[config.mk]
export PLATFORM = sky130hd
export DESIGN_NAME = compare_pwm
export DESIGN_NICKNAME = d
export VERILOG_FILES = /design/src/compare_pwm_pkg.sv /design/src/timebase_if.sv /design/src/compare_pwm.sv /design/src/pwm_timebase.sv
export VERILOG_INCLUDE_DIRS = /design/src
export SDC_FILE = /design/constraint.sdc
export NUM_CORES = 1
export LEC_CHECK = 0
export BUFFER_PORTS_ARGS = -buffer_cell sky130_fd_sc_hd__buf_2
export CELL_PAD_IN_SITES_DETAIL_PLACEMENT = 0
export CELL_PAD_IN_SITES_GLOBAL_PLACEMENT = 1
export CORE_MARGIN = 8
export CORE_UTILIZATION = 51
export DETAILED_ROUTE_END_ITERATION = 8
export PLACE_DENSITY = 0.88
export SYNTH_ARGS = -nofsm -noshare
export SYNTH_HDL_FRONTEND = slang
export SYNTH_SLANG_ARGS = --single-unit
[constraint.sdc]
create_clock -name clk_sys -period 6.6 [get_ports clk_sys]
set_input_delay 0 -clock clk_sys [delete_from_list [all_inputs] [get_ports clk_sys]]
set_output_delay 0 -clock clk_sys [all_outputs]
set_load 0.03 [all_outputs]
[src/compare_pwm_map.svh]
/*
 * register offsets, field positions, reset values and timing figures
 * of the pwm compare channel; assumes a 16-bit register port with
 * word indices, included by bare name
 */
`ifndef COMPARE_PWM_MAP_SVH
`define COMPARE_PWM_MAP_SVH

// --------------------------------------------------------------------
// register indices
// --------------------------------------------------------------------
`define ADDR_PERIOD     4'h0
`define ADDR_COUNT      4'h1
`define ADDR_DUTY_BUF   4'h2
`define ADDR_DUTY_ACT   4'h3
`define ADDR_CMP_CTRL   4'h4
`define ADDR_TMR_CTRL   4'h5
`define ADDR_IRQ_STAT   4'h6
`define ADDR_IRQ_MASK   4'h7

// --------------------------------------------------------------------
// fields
// --------------------------------------------------------------------
`define MODE_LSB        0
`define MODE_MSB        2
`define FAULT_FLAG_BIT  4
`define TMR_ON_BIT      15
`define PRESCALE_LSB    4
`define PRESCALE_MSB    5
`define IRQ_PERIOD_BIT  0
`define IRQ_CMP_BIT     1
`define IRQ_FAULT_BIT   2

// --------------------------------------------------------------------
// reset values and constants
// --------------------------------------------------------------------
`define RST_WORD        16'h0000
`define RST_PERIOD      16'hFFFF
`define ZERO_WORD       16'h0000
`define ONE_WORD        16'h0001
`define OSC_PER_CYCLE   2
`define DIV_1           8'h00
`define DIV_8           8'h07
`define DIV_64          8'h3F
`define DIV_256         8'hFF
`define ZERO_DIV        8'h00
`define ONE_DIV         8'h01

`endif

[src/compare_pwm_pkg.sv]
/*
 * types shared by the pwm compare channel and its time base;
 * assumes compare_pwm_map.svh is on the include path
 */
package compare_pwm_pkg;

    // compare mode field encodings: two pwm modes, fault pin only in the second
    typedef enum logic [2:0] {
        MODE_OFF       = 3'b000,
        MODE_ONE_LO    = 3'b001,
        MODE_ONE_HI    = 3'b010,
        MODE_TOGGLE    = 3'b011,
        MODE_DUAL      = 3'b100,
        MODE_DUAL_CONT = 3'b101,
        MODE_PWM       = 3'b110,
        MODE_PWM_FAULT = 3'b111
    } cmp_mode_t;

endpackage : compare_pwm_pkg

[src/timebase_if.sv]
/*
 * carries the time base count and period match from the timer to the
 * compare logic; one clock domain, no crossing
 */
`timescale 1ns/10ps

interface timebase_if;
    logic [15:0] count;
    logic tick;
    logic period_match;

    modport timer (output count, output tick, output period_match);
    modport user (input count, input tick, input period_match);
endinterface : timebase_if

[src/compare_pwm.sv]
/*
 * pwm mode of an output compare channel with its time base, register
 * port and interrupt; assumes a synchronous 16-bit register master on
 * clk_sys and an asynchronous fault pin
 */
// The register offsets and the address-and-strobe port were left to the implementer.
// Notes on behaviour
// a period value of N gives N+1 time base counts per pwm cycle.
// the duty buffer takes writes any time and moves to the active duty only on period match.
// in a pwm mode software writes to the active duty register are ignored.
// an active duty of zero keeps the output low for the whole period.
// an active duty above the period keeps the output high all the time.
// an active duty equal to the period gives one low count per period.
// the active duty present at enable sets the first period.
// software should load the active duty before first enabling the channel.
// software sets period, buffer, active duty, interrupts, mode, then prescaler and timer on.
// two pwm modes are chosen by a three-bit compare mode field.
// the fault pin acts through the compare interrupt, so that interrupt must be enabled; here the fault needs only MODE_PWM_FAULT, not irq_mask.
// the time base counts instruction cycles through the prescaler.
// on period match the count returns to zero with the duty transfer; output high at start, low at duty.
`timescale 1ns/10ps
`include "compare_pwm_map.svh"

module compare_pwm
    import compare_pwm_pkg::*;
(
    // clock and reset
    input wire logic clk_sys,
    input wire logic resetn,
    // register port
    input wire logic [3:0] reg_addr,
    input wire logic [15:0] reg_wdata,
    input wire logic reg_wr,
    input wire logic reg_rd,
    output logic [15:0] reg_rdata,
    // pins
    input wire logic fault_n_pin,
    output logic compare_output_pin,
    // interrupt
    output logic irq
);

    typedef struct packed {
        logic [15:0] timer_period_reg;
        logic [15:0] duty_buffer_reg;
        logic [15:0] duty_active_reg;
        cmp_mode_t mode;
        logic fault_flag;
        logic timer_on_bit;
        logic [1:0] prescale;
        logic [2:0] irq_stat;
        logic [2:0] irq_mask;
        logic out;
        logic [15:0] rdata;
        logic irq;
        logic [1:0] fault_sync;
    } state_t;

    state_t s_q, s_d;
    timebase_if tb_bus ();

    logic pwm_mode;
    logic fault_hit;
    logic cmp_hit;
    logic wr_period, wr_buf, wr_act, wr_cmp, wr_tmr, wr_stat, wr_mask, wr_count;
    logic [15:0] duty_next;
    logic [15:0] count_next;
    logic out_next;
    logic [15:0] rd_mux;
    logic [2:0] events;

    // ----------------------------------------------------------------
    // time base
    // ----------------------------------------------------------------
    pwm_timebase u_timebase (
        .clk_sys(clk_sys),
        .resetn(resetn),
        .timer_on(s_q.timer_on_bit),
        .prescale_sel(s_q.prescale),
        .timer_period(s_q.timer_period_reg),
        .count_wr(wr_count),
        .count_wdata(reg_wdata),
        .tb(tb_bus.timer)
    );

    // ----------------------------------------------------------------
    // decode and compare
    // ----------------------------------------------------------------
    assign wr_period = reg_wr && (reg_addr == `ADDR_PERIOD);
    assign wr_count = reg_wr && (reg_addr == `ADDR_COUNT);
    assign wr_buf = reg_wr && (reg_addr == `ADDR_DUTY_BUF);
    assign wr_act = reg_wr && (reg_addr == `ADDR_DUTY_ACT);
    assign wr_cmp = reg_wr && (reg_addr == `ADDR_CMP_CTRL);
    assign wr_tmr = reg_wr && (reg_addr == `ADDR_TMR_CTRL);
    assign wr_stat = reg_wr && (reg_addr == `ADDR_IRQ_STAT);
    assign wr_mask = reg_wr && (reg_addr == `ADDR_IRQ_MASK);

    assign pwm_mode = (s_q.mode == MODE_PWM) || (s_q.mode == MODE_PWM_FAULT);
    // fault only in the fault mode; pin passes two flops first
    assign fault_hit = (s_q.mode == MODE_PWM_FAULT) && !s_q.fault_sync[1];
    assign cmp_hit = pwm_mode && tb_bus.tick && (tb_bus.count == s_q.duty_active_reg);

    // the duty used by the next count: transferred value at period end
    assign duty_next = tb_bus.period_match ? s_q.duty_buffer_reg : s_q.duty_active_reg;
    assign count_next = tb_bus.period_match ? `ZERO_WORD : tb_bus.count + `ONE_WORD;

    // output sampled against the count that will be current next cycle;
    // high while count is below duty, so zero duty never rises and a
    // duty above the period never falls
    always_comb begin
        out_next = s_q.out;
        if (!pwm_mode || s_q.fault_flag || fault_hit) begin
            out_next = 1'b0;
        end else if (tb_bus.tick) begin
            out_next = (count_next < duty_next);
        end else if (!s_q.timer_on_bit) begin
            // stopped timer: level follows the current count so the first
            // period uses whatever duty stood at enable
            out_next = (tb_bus.count < s_q.duty_active_reg);
        end
    end

    assign events[`IRQ_PERIOD_BIT] = tb_bus.period_match;
    assign events[`IRQ_CMP_BIT] = cmp_hit;
    assign events[`IRQ_FAULT_BIT] = fault_hit && !s_q.fault_flag;

    always_comb begin
        unique case (reg_addr)
            `ADDR_PERIOD: rd_mux = s_q.timer_period_reg;
            `ADDR_COUNT: rd_mux = tb_bus.count;
            `ADDR_DUTY_BUF: rd_mux = s_q.duty_buffer_reg;
            `ADDR_DUTY_ACT: rd_mux = s_q.duty_active_reg;
            `ADDR_CMP_CTRL: rd_mux = {11'h000, s_q.fault_flag, 1'b0, s_q.mode};
            `ADDR_TMR_CTRL: rd_mux = {s_q.timer_on_bit, 9'h000, s_q.prescale, 4'h0};
            `ADDR_IRQ_STAT: rd_mux = {13'h0000, s_q.irq_stat};
            `ADDR_IRQ_MASK: rd_mux = {13'h0000, s_q.irq_mask};
            default: rd_mux = `ZERO_WORD;
        endcase
    end

    // ----------------------------------------------------------------
    // next state
    // ----------------------------------------------------------------
    always_comb begin
        s_d = s_q;
        s_d.fault_sync = {s_q.fault_sync[0], fault_n_pin};
        if (wr_period) begin
            s_d.timer_period_reg = reg_wdata;
        end
        if (wr_buf) begin
            s_d.duty_buffer_reg = reg_wdata;
        end
        // writes to the active duty only land outside pwm modes
        if (wr_act && !pwm_mode) begin
            s_d.duty_active_reg = reg_wdata;
        end
        if (pwm_mode && tb_bus.period_match) begin
            s_d.duty_active_reg = s_q.duty_buffer_reg;
        end
        if (wr_cmp) begin
            s_d.mode = cmp_mode_t'(reg_wdata[`MODE_MSB:`MODE_LSB]);
            // rewriting the mode is how software leaves the fault state
            s_d.fault_flag = 1'b0;
        end
        if (fault_hit) begin
            s_d.fault_flag = 1'b1;
        end
        if (wr_tmr) begin
            s_d.timer_on_bit = reg_wdata[`TMR_ON_BIT];
            s_d.prescale = reg_wdata[`PRESCALE_MSB:`PRESCALE_LSB];
        end
        if (wr_mask) begin
            s_d.irq_mask = reg_wdata[2:0];
        end
        // set wins over write-one-to-clear
        s_d.irq_stat = (s_q.irq_stat & ~(wr_stat ? reg_wdata[2:0] : 3'h0)) | events;
        s_d.irq = |(s_d.irq_stat & s_d.irq_mask);
        s_d.out = out_next;
        s_d.rdata = reg_rd ? rd_mux : `ZERO_WORD;
    end

    always_ff @(posedge clk_sys or negedge resetn) begin
        if (!resetn) begin
            s_q <= '0;
            s_q.timer_period_reg <= `RST_PERIOD;
            s_q.fault_sync <= 2'b11;
        end else begin
            s_q <= s_d;
        end
    end

    assign compare_output_pin = s_q.out;
    assign irq = s_q.irq;
    assign reg_rdata = s_q.rdata;

    // ----------------------------------------------------------------
    // checks
    // ----------------------------------------------------------------
    chk_duty_transfer: assert property (@(posedge clk_sys) disable iff (!resetn)
        (pwm_mode && tb_bus.period_match) |=> (s_q.duty_active_reg == $past(s_q.duty_buffer_reg)))
        else $error("duty not moved on period match");
    chk_active_locked: assert property (@(posedge clk_sys) disable iff (!resetn)
        (pwm_mode && !tb_bus.period_match) |=> $stable(s_q.duty_active_reg))
        else $error("active duty changed in pwm mode");
    chk_zero_duty: assert property (@(posedge clk_sys) disable iff (!resetn)
        (pwm_mode && tb_bus.tick && duty_next == `ZERO_WORD) |=> !compare_output_pin)
        else $error("output high with zero duty");
    chk_full_duty: assert property (@(posedge clk_sys) disable iff (!resetn)
        (pwm_mode && !s_q.fault_flag && !fault_hit && tb_bus.tick
         && duty_next > s_q.timer_period_reg) |=> compare_output_pin)
        else $error("output low with duty above period");
    chk_equal_low: assert property (@(posedge clk_sys) disable iff (!resetn)
        (pwm_mode && tb_bus.tick && count_next == s_q.timer_period_reg
         && duty_next == s_q.timer_period_reg) |=> !compare_output_pin)
        else $error("no low count with duty equal period");
    chk_count_wrap: assert property (@(posedge clk_sys) disable iff (!resetn)
        (tb_bus.period_match && !wr_count) |=> (tb_bus.count == `ZERO_WORD))
        else $error("count did not wrap on period match");
    chk_count_bound: assert property (@(posedge clk_sys) disable iff (!resetn)
        (tb_bus.tick && !wr_count && !wr_period && tb_bus.count <= s_q.timer_period_reg)
        |=> (tb_bus.count <= s_q.timer_period_reg))
        else $error("count ran past the period");
    chk_fault_low: assert property (@(posedge clk_sys) disable iff (!resetn)
        fault_hit |=> (!compare_output_pin && s_q.irq_stat[`IRQ_FAULT_BIT]))
        else $error("fault did not force low and flag");
    chk_irq_level: assert property (@(posedge clk_sys) disable iff (!resetn)
        (|(events & s_q.irq_mask) && !wr_mask) |=> irq)
        else $error("unmasked event did not raise the interrupt");
    chk_out_off_mode: assert property (@(posedge clk_sys) disable iff (!resetn)
        !pwm_mode |=> !compare_output_pin)
        else $error("output high outside pwm modes");
    chk_fault_hold: assert property (@(posedge clk_sys) disable iff (!resetn)
        (s_q.fault_flag && !wr_cmp) |=> (s_q.fault_flag && !compare_output_pin))
        else $error("fault state left without mode write");
    chk_buf_write: assert property (@(posedge clk_sys) disable iff (!resetn)
        wr_buf |=> (s_q.duty_buffer_reg == $past(reg_wdata)))
        else $error("duty buffer write lost");
    chk_act_write_off: assert property (@(posedge clk_sys) disable iff (!resetn)
        (wr_act && !pwm_mode) |=> (s_q.duty_active_reg == $past(reg_wdata)))
        else $error("active duty write lost outside pwm");
    chk_fault_sticky: assert property (@(posedge clk_sys) disable iff (!resetn)
        (s_q.irq_stat[`IRQ_FAULT_BIT] && !wr_stat) |=> s_q.irq_stat[`IRQ_FAULT_BIT])
        else $error("fault status bit dropped without clear");
    chk_rdata_idle: assert property (@(posedge clk_sys) disable iff (!resetn)
        !reg_rd |=> (reg_rdata == `ZERO_WORD))
        else $error("read data not zero after idle cycle");

endmodule : compare_pwm

[src/pwm_timebase.sv]
/*
 * timer time base: prescaled instruction-cycle counter with period
 * match; assumes clk_sys is the instruction clock
 */
`timescale 1ns/10ps
`include "compare_pwm_map.svh"

module pwm_timebase
    import compare_pwm_pkg::*;
(
    // clock and reset
    input wire logic clk_sys,
    input wire logic resetn,
    // control
    input wire logic timer_on,
    input wire logic [1:0] prescale_sel,
    input wire logic [15:0] timer_period,
    input wire logic count_wr,
    input wire logic [15:0] count_wdata,
    // time base out
    timebase_if.timer tb
);

    typedef struct packed {
        logic [7:0] div;
        logic [15:0] count;
    } tb_state_t;

    tb_state_t s_q, s_d;
    logic [7:0] div_max;
    logic tick;
    logic match;

    always_comb begin
        unique case (prescale_sel)
            2'b00: div_max = `DIV_1;
            2'b01: div_max = `DIV_8;
            2'b10: div_max = `DIV_64;
            2'b11: div_max = `DIV_256;
        endcase
    end

    // one enable pulse per prescaled count of instruction cycles
    // compare at or above so a smaller prescale chosen while running cannot wrap the divider
    assign tick = timer_on && (s_q.div >= div_max);
    assign match = tick && (s_q.count == timer_period);

    always_comb begin
        s_d = s_q;
        // a stopped timer clears its prescaler so the first period after enable is whole
        s_d.div = `ZERO_DIV;
        if (timer_on) begin
            s_d.div = tick ? `ZERO_DIV : s_q.div + `ONE_DIV;
        end
        if (match) begin
            s_d.count = `ZERO_WORD;
        end else if (tick) begin
            s_d.count = s_q.count + `ONE_WORD;
        end
        // software write to the count wins over counting
        if (count_wr) begin
            s_d.count = count_wdata;
        end
    end

    always_ff @(posedge clk_sys or negedge resetn) begin
        if (!resetn) begin
            s_q <= '0;
        end else begin
            s_q <= s_d;
        end
    end

    assign tb.count = s_q.count;
    assign tb.tick = tick;
    assign tb.period_match = match;

endmodule : pwm_timebase

Word-level counts from Yosys, hierarchy flattened
Index checks and enable logic that the tools add are counted.
{"block": "op_classes", "n_bitwise": 4, "reduce_logical": 28, "add_sub_neg": 2, "n_eq_ne": 15, "n_mux": 19, "magnitude_cmp": 3}
{"operator": "16-bit 2-to-1 mux", "n": 8}
{"operator": "16-bit case mux with 8 select lines", "n": 1}
{"operator": "16-bit == test", "n": 2}
{"operator": "16-bit less-than comparator", "n": 2}
{"operator": "8-bit case mux with 4 select lines", "n": 1}
{"operator": "16-bit by 1-bit adder with 16-bit output (second input constant)", "n": 1}
{"operator": "4-bit by 3-bit == test with 1-bit output (second input constant)", "n": 4}
{"operator": "1-bit logical AND", "n": 16}
{"operator": "8-bit 2-to-1 mux", "n": 2}
{"operator": "8-bit by 1-bit adder with 8-bit output (second input constant)", "n": 1}
{"operator": "4-bit by 2-bit == test with 1-bit output (second input constant)", "n": 2}
{"operator": "8-bit greater-or-equal comparator", "n": 1}
{"operator": "3-bit bitwise AND", "n": 2}
{"operator": "3-bit == test (second input constant)", "n": 2}
{"operator": "3-bit 2-to-1 mux", "n": 2}
{"operator": "1-bit 2-to-1 mux", "n": 5}
{"operator": "2-bit == test (second input constant)", "n": 2}
{"operator": "4-bit by 1-bit == test with 1-bit output (second input constant)", "n": 1}
{"operator": "4-bit logical NOT", "n": 1}
{"operator": "2-bit nonzero test", "n": 2}
{"operator": "1-bit logical NOT", "n": 3}
{"operator": "1-bit logical OR", "n": 3}
{"operator": "3-bit by 1-bit inequality test with 1-bit output (second input constant)", "n": 1}
{"operator": "3-bit NOT", "n": 1}
{"operator": "5 further kinds", "n": 5}
{"block": "word_totals", "output_inout_bits": 18, "input_bits": 25, "register_bits": 105}

Logic depth before layout (Yosys ltp)
{"block": "logic_depth", "word_depth": 9, "mapped_depth": 16}

Hierarchy
A second synthesis with hierarchy kept.
{"block": "hier_totals", "hier_cells": 700, "hier_area_um2": 6985.4}
{"module": "compare_pwm", "seq_area_each_um2": 2049.5, "cells_per_inst": 460, "n_inst": 1, "area_each_um2": 4894.7}
{"module": "pwm_timebase", "seq_area_each_um2": 600.6, "cells_per_inst": 240, "n_inst": 1, "area_each_um2": 2090.8}

Least setup slack after synthesis
No wires, ideal clock.
{"block": "synth_timing", "kind": "register -> register", "startpoint": "register s_q[27] in the netlist's numbering", "endpoint": "register s_q (netlist bit compare_output_pin)", "arrival_ps": 3680, "path_stages_with_launch": 17, "setup_time_ps": 139, "slack_ps": 2781, "cell_sequence": "dfrtp_1 inv_1 ha_1 and4_1 a221oi_1 o21ai_1 o211a_4 buf_4 buf_2 nor2_1 ha_1 and4_1 or4b_2 a211oi_1 mux2i_1 o211ai_1 a21boi_0"}
{"block": "synth_between", "elab_chain_len": 9, "word_cells_on_any_way": 14, "cone_classes": "order compare (2); eq/ne (4); mux (5); reduce/logical (3)"}
{"item": "from (decl)", "line_no": "compare_pwm.sv:59", "text": "state_t s_q, s_d;"}
{"item": "2-bit == test (tied with other cells)", "line_no": "pwm_timebase.sv:35", "text": "unique case (prescale_sel)"}
{"item": "8-bit case mux with 4 select lines *", "line_no": "pwm_timebase.sv:35"}
{"item": "8-bit greater-or-equal comparator *", "line_no": "pwm_timebase.sv:45", "text": "assign tick = timer_on && (s_q.div >= div_max);"}
{"item": "1-bit logical AND *", "line_no": "pwm_timebase.sv:45"}
{"item": "1-bit logical AND", "line_no": "pwm_timebase.sv:46", "text": "assign match = tick && (s_q.count == timer_period);"}
{"item": "16-bit 2-to-1 mux (on tied branches)"}
{"item": "16-bit less-than comparator", "line_no": "compare_pwm.sv:115", "text": "out_next = (count_next < duty_next);"}
{"item": "1-bit 2-to-1 mux", "line_no": "compare_pwm.sv:114", "text": "end else if (tb_bus.tick) begin"}
{"item": "1-bit 2-to-1 mux", "line_no": "compare_pwm.sv:112", "text": "if (!pwm_mode || s_q.fault_flag || fault_hit) begin"}
Every way passes the cells marked *; elsewhere a longest branch is shown, timed or not.
A chain may end at the register's enable or synchronous reset.

Worst setup path in the final report
{"block": "layout_timing", "startpoint": "register u_timebase.s_q (netlist bit u_timebase.tb.count[6])", "endpoint": "register s_q (netlist bit compare_output_pin)"}
{"block": "layout_between", "elab_chain_len": 6, "word_cells_on_any_way": 10, "cone_classes": "add/sub (1); order compare (2); eq/ne (1); mux (5); reduce/logical (1)"}
{"item": "from (decl)", "line_no": "pwm_timebase.sv:29", "text": "tb_state_t s_q, s_d;"}
{"item": "from (signal assigned)", "line_no": "pwm_timebase.sv:68", "text": "s_q <= '0;"}
{"item": "from (signal assigned)", "line_no": "pwm_timebase.sv:70", "text": "s_q <= s_d;"}
{"item": "parallel branches: the longest is 4 deep, another holds 16-bit by 1-bit adder with 16-bit output"}
{"item": "1-bit 2-to-1 mux *", "line_no": "compare_pwm.sv:114"}
{"item": "1-bit 2-to-1 mux *", "line_no": "compare_pwm.sv:112"}
Mark *: on every way between the ends. The select of a mux whose other input is x is not followed.

==> run summary <==
area post-placement -> 6850 µm²
ys async rst share -> 100%
Num CTS Buffers -> 9
setup slack at placement -> 1.99 ns
initial antenna violation count -> 0
fin crit period -> 4.66 ns
CTS Root Cell -> clkbuf_16
clk sinks -> 105
# resized after CTS -> 0
most frequent CP cell -> nand4_1
Switching Share -> 36.9%
I/O pins -> 43
Power Density -> 309 nW/µm²
Placer Congestion -> 0.953
vias in the first global route -> 5403
routed wire length -> 19.3 mm
leak pwr -> 3.22 nW
Initial Util -> 52.6%
CP max-delay cell -> nor4_4
FF+latch count, synth -> 105
Synth Net Count -> 764
layout cells sized above 1 -> 19.5%
Overflow after GRT -> 0
CTS max path bufs -> 2
yosys warns -> 0
crit start category -> flip-flop
max cap viols -> 0
Critical Path End Type -> flip-flop
fin. max-slew vios -> 0
crit-path max cell delay -> 0.86 ns
routed vias -> 5530
Max VDD drop -> 154 µV
ANT cells -> 0
crit path cell chain -> xnor2_1 -> nand4_1 -> nor4_4 -> o211a_4 -> a21oi_1 -> ha_1 -> nand4_1 -> or4b_2 -> a211oi_1 -> mux2i_1 -> o211ai_1 -> a21boi_0
CP Buf/Inv Count -> 0
Max transition margin -> 30.3%
Reg-to-Reg Start -> u_timebase.tb.count[6]
sequential area share after synthesis -> 39.8%
Clk pwr share -> 25.1%
overall power -> 2.26 mW
Core Footprint -> 12700 µm²
part of the power in registers -> 42.3%
area grow syn2layout -> 9.95%
Die Ht -> 130 µm
global-route wire length before repair -> 30.3 mm
initial DRC count -> 609
Cell Count Post-Placement -> 862
DRT antenna net count -> 0
Die W -> 130 µm
CTS tree -> built
Slew @ Worst Pin -> 1.04 ns
Mapped Avg Cell Area -> 9.52 µm²
Filler cells -> 1156
data required time of the worst path -> 6.81 ns
Post-synth EDFFs -> 0
Hold Path Origin -> reg_wdata[4]
worst clock skew -> 0.0124 ns
top cell family by delay on the critical path -> simple AND/OR/NAND/NOR gates
CP Launch Point -> u_timebase.tb.count[6]
FF+latch area -> 2650 µm²
DR pass1 iterations -> 6
Final Cycle Share -> 70.7%
dominant synthesized flop cell -> dfrtp_1
arrival time at the worst endpoint -> 4.87 ns
run status -> complete, no violations
TNS Setup -> 0 ns
CP Class -> flip-flop to flip-flop
row count -> 41
f_max -> 0.214 GHz
DIE AREA -> 17000 µm²
RSZ-0062 raised after global routing -> no
Final Non-Filler Cells -> 895
internal power -> 1.43 mW
hold_ws -> 0.00850 ns
Gate power share -> 32.6%
Hold Vio Cnt, Final -> 0
hold crit path type -> input pin to flip-flop
Final setup viols -> 0
htree depth -> 3
synthesized area -> 6660 µm²
GRT Overall Usage -> 23.7%
Vias/cell -> 6.18
IO Port Bufs -> 42
hpwl dp -> 13.6 mm
Clock transition at path regs -> 0.08 ns
setup ws final -> 1.94 ns
largest net degree at the start of global routing -> 58
design area -> 7330 µm²
Clk Latency, worst-skew pair -> 0.36 ns
Critical Path Fanout Max -> 51
per-cell routed wire length -> 21.6 µm
NumNets Final -> 782
Yosys cell types -> 67
DRC viols -> 0
switching power -> 0.836 mW
Multi-input gate area -> 3620 µm²
final design utilization -> 57.8%
Post-Synthesis Cells -> 700
kinds of logic after synthesis:
group           share of synthesized area [%]
mux                                      9.05
flops                                    39.8
buf+inv                                  5.99
simple gates                             16.1
compound gates                           17.1
xor+xnor                                 4.73
fa+ha+maj                                7.32
worst reg2reg max path, delay by kind of cell (launching register included):
| kind | cells | cell delay (ns) |
|---|---|---|
| XOR/XNOR | 1 | 0.34 |
| AO/OA/AOI/OAI | 5 | 1.30 |
| multiplexers | 1 | 0.11 |
| adder cells (fa/ha/maj) | 1 | 0.33 |
| flip-flops | 1 | 0.51 |
| AND/OR/NAND/NOR | 4 | 1.92 |
layer usage:
layer	vias to the layer above	part of all wire (%)	global-route usage [%]
met1	2724	44	30.3
met5	-	0	0
met4	0	3.0	9.56
met3	43	6.7	5.71
li1	2543	-	-
met2	220	47	37.8
state kept, by name, indices dropped and copies added (netlist names):
signal               flops
s_d                      1
reg_rdata               16
compare_output_pin       1
irq                      1
s_q                     62
u_timebase.s_q           8
u_timebase.tb.count     16
final cells by class:
cell class	instances	area share, %
Timing Repair Buffer	66	5.94
Tap cell	172	2.94
Inverter	24	1.23
Sequential cell	105	36.2
Clock buffer	10	3.26
Clock inverter	6	0.990
Multi-Input combinational cell	512	49.5
cells in the mapped netlist, types with 4 or more instances:
master / count / share of area (%)
a211oi_1: 4 / 0.45
a21o_1: 6 / 0.68
a21oi_1: 57 / 4.3
a221o_1: 7 / 1.1
a221oi_1: 5 / 0.66
a22oi_1: 25 / 2.8
a31oi_1: 7 / 0.66
and2_1: 7 / 0.66
and3_1: 8 / 0.75
buf_1: 4 / 0.23
buf_2: 18 / 1.4
buf_4: 17 / 1.9
clkbuf_1: 19 / 1.1
dfrtp_1: 87 / 33
dfstp_2: 18 / 7.1
ha_1: 39 / 7.3
inv_1: 24 / 1.4
mux2_2: 42 / 7.1
mux2i_1: 13 / 2.0
nand2_1: 41 / 2.3
nand2b_1: 5 / 0.47
nand3_1: 17 / 1.3
nand3b_1: 6 / 0.68
nand4_1: 10 / 0.94
nor2_1: 82 / 4.6
nor2b_1: 7 / 0.66
nor3_1: 8 / 0.60
o2111ai_1: 4 / 0.53
o211ai_1: 5 / 0.56
o21ai_0: 16 / 1.2
xnor2_1: 24 / 3.2
xor2_1: 12 / 1.6
final timing paths:
kind	endpoint	slack, ns	cells after the start
hold / removal	u_timebase.tb.count[4]	0.008	3
setup reg to reg	compare_output_pin	1.94	12
max in group asynchronous	u_timebase.tb.count[3]	5.25	3
hold reg to reg	s_q[1]	0.36	0
setup / recovery	compare_output_pin	1.94	12
min in group asynchronous	u_timebase.s_q[21]	0.20	2
power by group through the flow:
stage | combinational (mW) | clock [mW] | sequential, mW
after floorplan | 0.582 | 0 | 0.879
after global placement | 0.701 | 0 | 0.959
after detailed placement | 0.718 | 0 | 0.963
after CTS | 0.734 | 0.577 | 0.951
after global routing | 0.827 | 0.600 | 0.974
final | 0.738 | 0.568 | 0.957
cell usage in the layout, fill, tap and decap left out, types with 4 or more instances in the layout:
master	count
and2_1	7
nand3b_1	6
a21o_1	6
a31oi_1	7
mux2i_1	13
dfstp_2	18
nor2b_1	7
and3_1	8
a22oi_1	25
nand4_1	10
a221o_1	7
ha_1	39
mux2_2	42
a221oi_1	5
o211ai_1	5
a21oi_1	57
clkbuf_16	9
inv_1	24
nand2_1	41
buf_4	8
buf_2	41
nand3_1	17
xor2_1	12
o21ai_0	16
dlygate4sd3_1	17
nor3_1	6
a211oi_1	4
o2111ai_1	4
nor2_1	82
xnor2_1	24
dfrtp_1	87
nand2b_1	5
repair_timing:
item | in CTS | in global routing
hold endpoints to repair | 88 | 0
setup buffers | 0 | 0
hold buffers | 17 | 0
No activity file was read; power rests on OpenSTA's default activity.
